**src/verilog/charger_ctrl_regs.svh**
```systemverilog
// Offsets, reset values, field positions and masks of the charger configuration bank.
// Included by the register bank module only; holds definitions only.
`ifndef CHARGER_CTRL_REGS_SVH
`define CHARGER_CTRL_REGS_SVH

`define OFS_PRE_TERM      8'h04
`define OFS_CTL1          8'h05
`define OFS_CTL2          8'h06
`define OFS_CTL3          8'h07
`define OFS_DERATE        8'h08
`define OFS_OTG           8'h09
`define OFS_OPT_ILIM      8'h0A

`define RST_PRE_TERM      8'h22
`define RST_CTL1          8'h9D
`define RST_CTL2          8'h7D
`define RST_CTL3          8'h0A
`define RST_DERATE        8'h0D
`define RST_OTG           8'hF6
`define RST_OPT_ILIM      5'h00

// Writable bits of control one (bit 6 reserved, reads zero)
`define CTL1_WMASK        8'hBF
// Bits kept through a watchdog expiry
`define CTL2_WD_KEEP      8'h03
`define CTL3_WD_KEEP      8'h8F
// Stored bits of control three (bit 6 is the self-clearing kick)
`define CTL3_WMASK        8'hBF

`define PRE_HI            7
`define PRE_LO            4
`define END_HI            3
`define END_LO            0
`define C1_TERM           7
`define C1_WD_HI          5
`define C1_WD_LO          4
`define C1_TMR_EN         3
`define C1_DUR_HI         2
`define C1_DUR_LO         1
`define C1_HALF           0
`define C2_OTG            7
`define C2_AUTO           6
`define C2_DIE_TEMP_THRESHOLD_HI        5
`define C2_DIE_TEMP_THRESHOLD_LO        4
`define C2_CHG            3
`define C2_LOWV           2
`define C2_RECH_HI        1
`define C2_RECH_LO        0
`define C3_PFM_OFF        7
`define C3_KICK           6
`define C3_TOP_HI         5
`define C3_TOP_LO         4
`define C3_SYS_HI         3
`define C3_SYS_LO         0
`define D_HOT_HI          7
`define D_HOT_LO          6
`define D_COLD            5
`define D_WV_HI           4
`define D_WV_LO           3
`define D_WI              2
`define D_CI_HI           1
`define D_CI_LO           0
`define OTG_I_HI          7
`define OTG_I_LO          4
`define OTG_V_HI          3
`define OTG_V_LO          0
`define OTG_V_MAX         4'hA
`define OPT_ILIM_W        5

`endif

```
**src/verilog/charger_ctrl_pkg.sv**
```systemverilog
// Types shared by the charger configuration bank and its bench.
// Assumes nothing of its surroundings.
package charger_ctrl_pkg;
   typedef logic [7:0] reg_byte_t;
   typedef logic [7:0] reg_addr_t;
   typedef logic [3:0] nibble_t;
   typedef logic [1:0] code2_t;
endpackage

```
**src/verilog/charger_control_registers.sv**
```systemverilog
// Charger configuration register bank, offsets 0x04 to 0x0A.
// Assumes a serial bus front end that hands over decoded byte reads and writes, and
// charger logic that presents register-reset and watchdog-expiry pulses.
`timescale 1ns/1ns
`include "charger_ctrl_regs.svh"

module charger_control_registers (
   input  wire logic                      I_REF_CLK,
   input  wire logic                      I_SYS_RST,
   input  wire logic                      I_WR_EN,
   input  wire logic                      I_RD_EN,
   input  wire charger_ctrl_pkg::reg_addr_t I_ADDR,
   input  wire charger_ctrl_pkg::reg_byte_t I_WR_DATA,
   input  wire logic                      I_REG_RESET,
   input  wire logic                      I_WATCHDOG_EXPIRED,
   input  wire logic                      I_INPUT_REG_ACTIVE,
   input  wire logic                      I_THERMAL_REG_ACTIVE,
   input  wire logic                      I_SOURCE_PLUG_IN,
   input  wire logic [4:0]                I_OPT_INPUT_CURRENT,
   output charger_ctrl_pkg::reg_byte_t    O_RD_DATA,
   output logic                           O_RD_VALID,
   output charger_ctrl_pkg::nibble_t      O_PRECHARGE_CURRENT_CODE,
   output charger_ctrl_pkg::nibble_t      O_END_CURRENT_CODE,
   output logic                           O_TERMINATION_ENABLE,
   output charger_ctrl_pkg::code2_t       O_HOST_TIMEOUT_PERIOD,
   output logic                           O_SAFETY_TIMER_ENABLE,
   output charger_ctrl_pkg::code2_t       O_FAST_CHARGE_DURATION,
   output logic                           O_HALF_SPEED_TIMER_ENABLE,
   output logic                           O_BUCK_OUTPUT_ENABLE,
   output logic                           O_AUTO_SOURCE_DETECT_ENABLE,
   output charger_ctrl_pkg::code2_t       O_DIE_TEMP_THRESHOLD,
   output logic                           O_CHARGING_ENABLE,
   output logic                           O_PRECHARGE_EXIT_THRESHOLD,
   output charger_ctrl_pkg::code2_t       O_RECHARGE_OFFSET,
   output logic                           O_LIGHT_LOAD_MODE_OFF,
   output charger_ctrl_pkg::code2_t       O_AFTER_CHARGE_DURATION,
   output charger_ctrl_pkg::nibble_t      O_MIN_SYSTEM_VOLTAGE,
   output charger_ctrl_pkg::code2_t       O_BUCK_HOT_THRESHOLD,
   output logic                           O_BUCK_COLD_THRESHOLD,
   output charger_ctrl_pkg::code2_t       O_WARM_VOLTAGE_SETTING,
   output logic                           O_WARM_CURRENT_SETTING,
   output charger_ctrl_pkg::code2_t       O_COOL_CURRENT_SETTING,
   output charger_ctrl_pkg::nibble_t      O_BUCK_CURRENT_LIMIT,
   output charger_ctrl_pkg::nibble_t      O_BUCK_VOLTAGE_SETTING,
   output logic                           O_BUCK_ACTIVE,
   output logic                           O_SAFETY_HALF_RATE,
   output logic                           O_RUN_SOURCE_DETECT,
   output logic                           O_WATCHDOG_RESTART,
   output logic                           O_SAFETY_TIMER_RESTART
);
   import charger_ctrl_pkg::*;

   reg_byte_t        pre_term;
   reg_byte_t        ctl1;
   reg_byte_t        ctl2;
   reg_byte_t        ctl3;
   reg_byte_t        derate;
   reg_byte_t        otg;
   logic [4:0]       opt_ilim;
   logic             kick;
   logic             wr_ctl1;
   logic             wr_ctl3;
   logic             period_change;
   logic             duration_change;
   reg_byte_t        next_rd_data;

   function automatic logic hit(input reg_addr_t addr, input reg_addr_t ofs);
      hit = (addr == ofs);
   endfunction

   function automatic reg_byte_t wd_clear(input reg_byte_t cur, input reg_byte_t rst,
                                          input reg_byte_t keep);
      wd_clear = (cur & keep) | (rst & ~keep);
   endfunction

   assign wr_ctl1         = I_WR_EN && hit(I_ADDR, `OFS_CTL1);
   assign wr_ctl3         = I_WR_EN && hit(I_ADDR, `OFS_CTL3);
   assign period_change   = wr_ctl1 && (I_WR_DATA[`C1_WD_HI:`C1_WD_LO] != ctl1[`C1_WD_HI:`C1_WD_LO]);
   assign duration_change = wr_ctl1 && (I_WR_DATA[`C1_DUR_HI:`C1_DUR_LO] != ctl1[`C1_DUR_HI:`C1_DUR_LO]);

   always_ff @(posedge I_REF_CLK) begin
      if (I_SYS_RST || I_REG_RESET) begin
         pre_term <= `RST_PRE_TERM;
      end else if (I_WR_EN && hit(I_ADDR, `OFS_PRE_TERM)) begin
         pre_term <= I_WR_DATA;
      end else if (I_WATCHDOG_EXPIRED) begin
         pre_term <= `RST_PRE_TERM;
      end
   end

   always_ff @(posedge I_REF_CLK) begin
      if (I_SYS_RST || I_REG_RESET) begin
         ctl1 <= `RST_CTL1;
      end else if (wr_ctl1) begin
         ctl1 <= I_WR_DATA & `CTL1_WMASK;
      end else if (I_WATCHDOG_EXPIRED) begin
         ctl1 <= `RST_CTL1;
      end
   end

   always_ff @(posedge I_REF_CLK) begin
      if (I_SYS_RST || I_REG_RESET) begin
         ctl2 <= `RST_CTL2;
      end else if (I_WR_EN && hit(I_ADDR, `OFS_CTL2)) begin
         ctl2 <= I_WR_DATA;
      end else if (I_WATCHDOG_EXPIRED) begin
         ctl2 <= wd_clear(ctl2, `RST_CTL2, `CTL2_WD_KEEP);
      end
   end

   always_ff @(posedge I_REF_CLK) begin
      if (I_SYS_RST || I_REG_RESET) begin
         ctl3 <= `RST_CTL3;
      end else if (wr_ctl3) begin
         ctl3 <= I_WR_DATA & `CTL3_WMASK;
      end else if (I_WATCHDOG_EXPIRED) begin
         ctl3 <= wd_clear(ctl3, `RST_CTL3, `CTL3_WD_KEEP);
      end
   end

   always_ff @(posedge I_REF_CLK) begin
      if (I_SYS_RST || I_REG_RESET) begin
         kick <= 1'b0;
      end else if (wr_ctl3 && I_WR_DATA[`C3_KICK]) begin
         kick <= 1'b1;
      end else begin
         kick <= 1'b0;
      end
   end

   always_ff @(posedge I_REF_CLK) begin
      if (I_SYS_RST || I_REG_RESET) begin
         derate <= `RST_DERATE;
      end else if (I_WR_EN && hit(I_ADDR, `OFS_DERATE)) begin
         derate <= I_WR_DATA;
      end else if (I_WATCHDOG_EXPIRED) begin
         derate <= `RST_DERATE;
      end
   end

   always_ff @(posedge I_REF_CLK) begin
      if (I_SYS_RST || I_REG_RESET) begin
         otg <= `RST_OTG;
      end else if (I_WR_EN && hit(I_ADDR, `OFS_OTG)) begin
         otg <= I_WR_DATA;
      end else if (I_WATCHDOG_EXPIRED) begin
         otg <= `RST_OTG;
      end
   end

   // read-only sample, writes never reach it
   always_ff @(posedge I_REF_CLK) begin
      if (I_SYS_RST) begin
         opt_ilim <= `RST_OPT_ILIM;
      end else begin
         opt_ilim <= I_OPT_INPUT_CURRENT;
      end
   end

   always_ff @(posedge I_REF_CLK) begin
      if (I_SYS_RST || I_REG_RESET) begin
         O_WATCHDOG_RESTART     <= 1'b0;
         O_SAFETY_TIMER_RESTART <= 1'b0;
      end else begin
         O_WATCHDOG_RESTART     <= period_change || (wr_ctl3 && I_WR_DATA[`C3_KICK]);
         O_SAFETY_TIMER_RESTART <= duration_change;
      end
   end

   always_ff @(posedge I_REF_CLK) begin
      if (I_SYS_RST) begin
         O_BUCK_ACTIVE       <= 1'b0;
         O_SAFETY_HALF_RATE  <= 1'b0;
         O_RUN_SOURCE_DETECT <= 1'b0;
      end else begin
         O_BUCK_ACTIVE       <= ctl2[`C2_OTG] && !ctl2[`C2_CHG];
         O_SAFETY_HALF_RATE  <= ctl1[`C1_HALF] && (I_INPUT_REG_ACTIVE || I_THERMAL_REG_ACTIVE);
         O_RUN_SOURCE_DETECT <= ctl2[`C2_AUTO] && I_SOURCE_PLUG_IN;
      end
   end

   always_ff @(posedge I_REF_CLK) begin
      if (I_SYS_RST) begin
         O_BUCK_VOLTAGE_SETTING <= nibble_t'(`RST_OTG);
      end else if (otg[`OTG_V_HI:`OTG_V_LO] > `OTG_V_MAX) begin
         O_BUCK_VOLTAGE_SETTING <= `OTG_V_MAX;
      end else begin
         O_BUCK_VOLTAGE_SETTING <= otg[`OTG_V_HI:`OTG_V_LO];
      end
   end

   // Read decode; unmapped offsets return zero
   always_comb begin
      next_rd_data = 8'h00;
      if (hit(I_ADDR, `OFS_PRE_TERM)) begin
         next_rd_data = pre_term;
      end else if (hit(I_ADDR, `OFS_CTL1)) begin
         next_rd_data = ctl1;
      end else if (hit(I_ADDR, `OFS_CTL2)) begin
         next_rd_data = ctl2;
      end else if (hit(I_ADDR, `OFS_CTL3)) begin
         next_rd_data = ctl3 | {1'b0, kick, 6'h00};
      end else if (hit(I_ADDR, `OFS_DERATE)) begin
         next_rd_data = derate;
      end else if (hit(I_ADDR, `OFS_OTG)) begin
         next_rd_data = otg;
      end else if (hit(I_ADDR, `OFS_OPT_ILIM)) begin
         next_rd_data = {3'h0, opt_ilim};
      end
   end

   always_ff @(posedge I_REF_CLK) begin
      if (I_SYS_RST) begin
         O_RD_DATA  <= 8'h00;
         O_RD_VALID <= 1'b0;
      end else begin
         O_RD_VALID <= I_RD_EN;
         if (I_RD_EN) begin
            O_RD_DATA <= next_rd_data;
         end
      end
   end

   assign O_PRECHARGE_CURRENT_CODE    = pre_term[`PRE_HI:`PRE_LO];
   assign O_END_CURRENT_CODE          = pre_term[`END_HI:`END_LO];
   assign O_TERMINATION_ENABLE        = ctl1[`C1_TERM];
   assign O_HOST_TIMEOUT_PERIOD       = ctl1[`C1_WD_HI:`C1_WD_LO];
   assign O_SAFETY_TIMER_ENABLE       = ctl1[`C1_TMR_EN];
   assign O_FAST_CHARGE_DURATION      = ctl1[`C1_DUR_HI:`C1_DUR_LO];
   assign O_HALF_SPEED_TIMER_ENABLE   = ctl1[`C1_HALF];
   assign O_BUCK_OUTPUT_ENABLE        = ctl2[`C2_OTG];
   assign O_AUTO_SOURCE_DETECT_ENABLE = ctl2[`C2_AUTO];
   assign O_DIE_TEMP_THRESHOLD        = ctl2[`C2_DIE_TEMP_THRESHOLD_HI:`C2_DIE_TEMP_THRESHOLD_LO];
   assign O_CHARGING_ENABLE           = ctl2[`C2_CHG];
   assign O_PRECHARGE_EXIT_THRESHOLD  = ctl2[`C2_LOWV];
   assign O_RECHARGE_OFFSET           = ctl2[`C2_RECH_HI:`C2_RECH_LO];
   assign O_LIGHT_LOAD_MODE_OFF       = ctl3[`C3_PFM_OFF];
   assign O_AFTER_CHARGE_DURATION     = ctl3[`C3_TOP_HI:`C3_TOP_LO];
   assign O_MIN_SYSTEM_VOLTAGE        = ctl3[`C3_SYS_HI:`C3_SYS_LO];
   assign O_BUCK_HOT_THRESHOLD        = derate[`D_HOT_HI:`D_HOT_LO];
   assign O_BUCK_COLD_THRESHOLD       = derate[`D_COLD];
   assign O_WARM_VOLTAGE_SETTING      = derate[`D_WV_HI:`D_WV_LO];
   assign O_WARM_CURRENT_SETTING      = derate[`D_WI];
   assign O_COOL_CURRENT_SETTING      = derate[`D_CI_HI:`D_CI_LO];
   assign O_BUCK_CURRENT_LIMIT        = otg[`OTG_I_HI:`OTG_I_LO];

   property p_period_restart;
      @(posedge I_REF_CLK) disable iff (I_SYS_RST || I_REG_RESET)
      (wr_ctl1 && !wr_ctl3) |=> (O_WATCHDOG_RESTART ==
         ($past(I_WR_DATA[`C1_WD_HI:`C1_WD_LO]) != $past(ctl1[`C1_WD_HI:`C1_WD_LO])));
   endproperty
   a_period_restart: assert property (p_period_restart) else $error("period restart wrong");

   property p_duration_restart;
      @(posedge I_REF_CLK) disable iff (I_SYS_RST || I_REG_RESET)
      wr_ctl1 |=> (O_SAFETY_TIMER_RESTART ==
         ($past(I_WR_DATA[`C1_DUR_HI:`C1_DUR_LO]) != $past(ctl1[`C1_DUR_HI:`C1_DUR_LO])));
   endproperty
   a_duration_restart: assert property (p_duration_restart) else $error("safety restart wrong");

   property p_kick;
      @(posedge I_REF_CLK) disable iff (I_SYS_RST || I_REG_RESET)
      (wr_ctl3 && I_WR_DATA[`C3_KICK]) |=> (kick && O_WATCHDOG_RESTART) ##1 (!kick || $past(wr_ctl3));
   endproperty
   a_kick: assert property (p_kick) else $error("kick not pulsed");

   property p_rsvd;
      @(posedge I_REF_CLK) disable iff (I_SYS_RST)
      wr_ctl1 |=> ((ctl1 & ~`CTL1_WMASK) == 8'h00);
   endproperty
   a_rsvd: assert property (p_rsvd) else $error("reserved bit set");

   property p_wd_keep;
      @(posedge I_REF_CLK) disable iff (I_SYS_RST || I_REG_RESET)
      (I_WATCHDOG_EXPIRED && !I_WR_EN) |=> ((ctl2 & `CTL2_WD_KEEP) == $past(ctl2 & `CTL2_WD_KEEP))
         && ((ctl3 & `CTL3_WD_KEEP) == $past(ctl3 & `CTL3_WD_KEEP)) && ctl1 == `RST_CTL1 && otg == `RST_OTG;
   endproperty
   a_wd_keep: assert property (p_wd_keep) else $error("timeout clear wrong");

   property p_wd_clear;
      @(posedge I_REF_CLK) disable iff (I_SYS_RST || I_REG_RESET)
      (I_WATCHDOG_EXPIRED && !I_WR_EN) |=> pre_term == `RST_PRE_TERM && derate == `RST_DERATE && !kick
         && ((ctl2 & ~`CTL2_WD_KEEP) == (`RST_CTL2 & ~`CTL2_WD_KEEP))
         && ((ctl3 & ~`CTL3_WD_KEEP) == (`RST_CTL3 & ~`CTL3_WD_KEEP));
   endproperty
   a_wd_clear: assert property (p_wd_clear) else $error("timeout did not restore defaults");

   property p_reset_vals;
      @(posedge I_REF_CLK) I_REG_RESET |=> pre_term == `RST_PRE_TERM && ctl1 == `RST_CTL1 && ctl2 == `RST_CTL2
         && ctl3 == `RST_CTL3 && derate == `RST_DERATE && otg == `RST_OTG && !kick;
   endproperty
   a_reset_vals: assert property (p_reset_vals) else $error("defaults wrong");

   property p_charge_wins;
      @(posedge I_REF_CLK) disable iff (I_SYS_RST)
      ##1 (O_BUCK_ACTIVE == ($past(ctl2[`C2_OTG]) && !$past(ctl2[`C2_CHG])));
   endproperty
   a_charge_wins: assert property (p_charge_wins) else $error("charge priority lost");

   property p_half_rate;
      @(posedge I_REF_CLK) disable iff (I_SYS_RST)
      1'b1 |=> O_SAFETY_HALF_RATE == ($past(ctl1[`C1_HALF])
         && ($past(I_INPUT_REG_ACTIVE) || $past(I_THERMAL_REG_ACTIVE)));
   endproperty
   a_half_rate: assert property (p_half_rate) else $error("half rate wrong");

   property p_source_detect;
      @(posedge I_REF_CLK) disable iff (I_SYS_RST)
      1'b1 |=> O_RUN_SOURCE_DETECT == ($past(ctl2[`C2_AUTO]) && $past(I_SOURCE_PLUG_IN));
   endproperty
   a_source_detect: assert property (p_source_detect) else $error("source detect wrong");

   property p_clamp;
      @(posedge I_REF_CLK) disable iff (I_SYS_RST)
      O_BUCK_VOLTAGE_SETTING <= `OTG_V_MAX;
   endproperty
   a_clamp: assert property (p_clamp) else $error("buck voltage not clamped");

   property p_clamp_pass;
      @(posedge I_REF_CLK) disable iff (I_SYS_RST)
      1'b1 |=> O_BUCK_VOLTAGE_SETTING == (($past(otg[`OTG_V_HI:`OTG_V_LO]) > `OTG_V_MAX) ? `OTG_V_MAX
         : $past(otg[`OTG_V_HI:`OTG_V_LO]));
   endproperty
   a_clamp_pass: assert property (p_clamp_pass) else $error("buck voltage not passed through");

   property p_ro;
      @(posedge I_REF_CLK) disable iff (I_SYS_RST)
      (I_RD_EN && hit(I_ADDR, `OFS_OPT_ILIM)) |=> O_RD_VALID && O_RD_DATA[7:`OPT_ILIM_W] == '0
         && O_RD_DATA[`OPT_ILIM_W-1:0] == $past(opt_ilim);
   endproperty
   a_ro: assert property (p_ro) else $error("read-only readback wrong");

   property p_ro_write;
      @(posedge I_REF_CLK) disable iff (I_SYS_RST)
      (I_WR_EN && hit(I_ADDR, `OFS_OPT_ILIM) && !I_REG_RESET && !I_WATCHDOG_EXPIRED) |=> $stable(pre_term)
         && $stable(ctl1) && $stable(ctl2) && $stable(ctl3) && $stable(derate) && $stable(otg);
   endproperty
   a_ro_write: assert property (p_ro_write) else $error("read-only write changed state");

   property p_rd_valid;
      @(posedge I_REF_CLK) disable iff (I_SYS_RST)
      1'b1 |=> O_RD_VALID == $past(I_RD_EN);
   endproperty
   a_rd_valid: assert property (p_rd_valid) else $error("read valid pulse wrong");

endmodule // charger_control_registers

```
**config.mk**
```make
export PLATFORM = sky130hd
export DESIGN_NAME = charger_control_registers
export DESIGN_NICKNAME = d
export VERILOG_FILES = /design/src/verilog/charger_ctrl_pkg.sv /design/src/verilog/charger_control_registers.sv
export VERILOG_INCLUDE_DIRS = /design/src /design/src/verilog
export SDC_FILE = /design/constraint.sdc
export NUM_CORES = 1
export LEC_CHECK = 0
export BUFFER_PORTS_ARGS = -buffer_cell sky130_fd_sc_hd__buf_4
export CORE_MARGIN = 1.5
export CORE_UTILIZATION = 45
export CTS_CLUSTER_DIAMETER = 150
export CTS_CLUSTER_SIZE = 24
export DETAILED_ROUTE_END_ITERATION = 12
export PLACE_DENSITY = 0.71
export SLEW_MARGIN = 10
export SYNTH_ARGS = -nofsm -noshare
export SYNTH_HDL_FRONTEND = slang
export SYNTH_SLANG_ARGS = --single-unit
```
**constraint.sdc**
```tcl
create_clock -name I_REF_CLK -period 2.9 [get_ports I_REF_CLK]
set_clock_uncertainty 0.05 [all_clocks]
set_input_delay 0.29 -clock I_REF_CLK [delete_from_list [all_inputs] [get_ports I_REF_CLK]]
set_output_delay 0.29 -clock I_REF_CLK [all_outputs]
set_load 0.005 [all_outputs]
```
==> results.txt <==
result of the run -> finished, final reports clean
CTS clk-pin slew, worst paths -> 0.07 ns
Critical Path End Type -> register
area of the mapped netlist -> 3100 um2
CP required -> 3.11 ns
CTS max path bufs -> 2
CP delay by family, top -> simple AND/OR/NAND/NOR gates
CP Cell Sequence -> buf_4 > nor4_4 > nand4b_1 > nor3b_1 > o21ai_0
RSZ-0062 raised after global routing -> false
DRT Pass-1 Iters -> 5
final weighted congestion in routability-driven placement -> 0.804
Pins Over Slew Limit -> 0
P_leak -> 0.00167 uW
number of global-route vias before repair -> 2430
GRT Total Usage -> 0.221
CP Max Fanout -> 10
first-pass GRT wire length -> 12.6 mm
Via-to-Cell Ratio -> 5.48
worst setup path endpoint -> pre_term[5]
post-synthesis sequential area ratio -> 0.452
Levels on crit path -> 5
Mapped Nets -> 350
Post-synth EDFFs -> 0
Mapped Cells -> 320
number of I/O port buffers -> 89
Peak Freq -> 571 MHz
total number of vias -> 2616
worst skew pair latency -> 0.34 ns
die area -> 7390 um2
Worst path slowest cell -> nand4b_1
core area -> 6720 um2
antenna cells -> 0
peak supply drop -> 278 uV
final setup fails -> 0
Layout Nets -> 423
die height -> 86.0 um
pin count of the biggest net entering global routing -> 34
CTS tree -> built
Total Routed Length -> 8.04 mm
detailed-route DRC error count -> 0
# resized after CTS -> 0
CP Launch Type -> input port
max_cap viols -> 0
CTS sink cnt -> 70
synth warn -> 0
post-synthesis cell type count -> 51
Worst-Margin Slew -> 0.628 ns
crit path buf inv count -> 1
Finished Layout Cells -> 477
PD cells -> 486 nW/um2
Tightest Hold Check Type -> in2reg
H-tree Lvls -> 3
Largest stage delay, worst path -> 0.60 ns
Main synth FF type -> dfxtp_1
Antenna Nets Post-Route -> 0
Congestion Overflow GR -> 0
crit path time final -> 1.75 ns
initial DRC count -> 120
antenna violations before repair -> 0
Setup Buffers After CTS -> 0
fin crit share -> 0.604
Max-Slew Margin vs Limit -> 0.579
flop-to-flop setup slack -> 1.50 ns
capturing point of the worst reg2reg path -> O_RD_DATA[2]
Starting Density -> 0.461
placed insts -> 462
hold buffers post-CTS -> 0
Reg2Reg Depth -> 3
Die W -> 86.0 um
Rows -> 30
Filler Cells Inserted -> 612
Hold Fails Final Rpt -> 0
area delta synth->final -> 26.3%
hold_ws -> 0.116 ns
CP Class -> in2reg
share of cells above drive strength 1 -> 0.320
cts bufs inserted -> 9
CP Data Arrival Time -> 1.96 ns
Worst Setup SP -> I_ADDR[7]
io pins -> 90
reg2reg start -> ctl1[2]
Synth async-reset ratio -> 0
Syn Area/Cell -> 9.69 um2
post-DP HPWL -> 5.75 mm
root buf cell -> clkbuf_8
final setup TNS -> 0 ns
routed len/inst -> 16.9 um
flops & latches, synth -> 70
layout make-up:
class | instances | area, um2 | area share
Sequential cell | 70 | 1400 | 0.358
Timing Repair Buffer | 90 | 676 | 0.173
Multi-Input combinational cell | 217 | 1530 | 0.391
Tap cell | 80 | 100 | 0.0256
Clock inverter | 4 | 47.5 | 0.0121
Inverter | 5 | 18.8 | 0.00479
Clock buffer | 11 | 141 | 0.0361
logic make-up after synthesis:
logic type                count (synthesis)  synth area share
xor gates and xnor gates                  4            0.0113
and+or+nand+nor                         121             0.224
buffers and inverters                    33            0.0541
DFF                                      70             0.452
muxes                                    33             0.132
AOI/OAI and AO/OA                        59             0.126
power by group:
group | internal [uW] | switching (uW) | leakage (uW)
combinational | 72.3 | 88.3 | 0.00100
sequential | 973 | 5.11 | 0.000569
clock | 413 | 349 | 0.0000952
total | 1460 | 443 | 0.00167
per-stage QoR:
step | area [um2] | total power, uW | setup WS [ns] | util
after floorplan | 3100 | 1090 | 1.39 | -
after global placement | 3730 | 1160 | 0.854 | 0.555
after detailed placement | 3730 | 1160 | 0.803 | 0.555
after CTS | 3920 | 1910 | 1.14 | 0.583
after global routing | 3920 | 1970 | 0.970 | 0.583
final | 3920 | 1900 | 1.15 | 0.583
sequential cells by signal, indices dropped and copies added (netlist names):
| name | cells |
|---|---|
| opt_ilim | 5 |
| ctl2 | 8 |
| O_SAFETY_HALF_RATE | 1 |
| O_BUCK_ACTIVE | 1 |
| O_RUN_SOURCE_DETECT | 1 |
| ctl1 | 7 |
| kick | 1 |
| pre_term | 8 |
| O_RD_VALID | 1 |
| O_RD_DATA | 8 |
| O_SAFETY_TIMER_RESTART | 1 |
| O_BUCK_VOLTAGE_SETTING | 4 |
| otg | 8 |
| O_WATCHDOG_RESTART | 1 |
| derate | 8 |
| ctl3 | 7 |
layer usage:
metal  global-route usage  share of wire  up-vias
met5                    0              0        -
met4               0.0674          0.011        0
met3               0.0337          0.066       10
met2                0.357           0.49       92
met1                0.306           0.43     1243
li1                     -              -     1271
Yosys cell counts (all sizes together) (2+ instances only):
master   number  area share
a211o         2      0.0061
a211oi        7       0.017
a21oi         8       0.013
a22oi         7       0.017
and2          3      0.0061
and2b         2      0.0048
and3b         3      0.0085
buf          15       0.032
clkbuf       13       0.016
dfxtp        70        0.45
inv           5      0.0061
mux2          4       0.015
mux2i        23       0.074
mux4          6       0.044
nand2        13       0.016
nand3         3      0.0065
nand4         2      0.0061
nor2         42       0.053
nor2b        20       0.040
nor3         10       0.020
nor3b         9       0.022
o21ai        18       0.029
o22a          5       0.014
o22ai         4      0.0081
o2bb2ai       4       0.011
or3b          5       0.014
xnor2         2      0.0057
xor2          2      0.0057
how the worst min path moves through the flow:
stage	from	end	slack [ns]	cells after the start
CTS	I_OPT_INPUT_CURRENT[2]	opt_ilim[2]	0.11	2
global route	I_OPT_INPUT_CURRENT[4]	opt_ilim[4]	0.13	2
finish	I_OPT_INPUT_CURRENT[2]	opt_ilim[2]	0.12	2
floorplan	I_WR_DATA[0]	ctl1[0]	0.36	1
detailed placement	O_RD_DATA[1]	O_RD_DATA[1]	0.43	2
global placement	O_RD_DATA[2]	O_RD_DATA[2]	0.43	2
cell usage in the layout, fill, tap and decap left out, types with 2 or more instances in the layout:
master      n
buf_4      90
nand2_1    13
a21oi_1     8
dfxtp_1    70
and2b_1     2
mux4_2      6
mux2i_1    23
or3b_2      5
nor2b_1    20
nor3b_1     9
xor2_1      2
mux2_2      4
xnor2_1     2
nand3_1     2
o21ai_0    12
clkinv_2    2
o2bb2ai_1   4
nor2_1     41
and3b_1     3
nor3_1      9
clkbuf_8   10
o22a_1      5
a22oi_1     7
o21ai_1     6
o22ai_1     4
inv_1       5
and2_1      2
a211oi_1    7
Power figures use the tool's default switching activity.
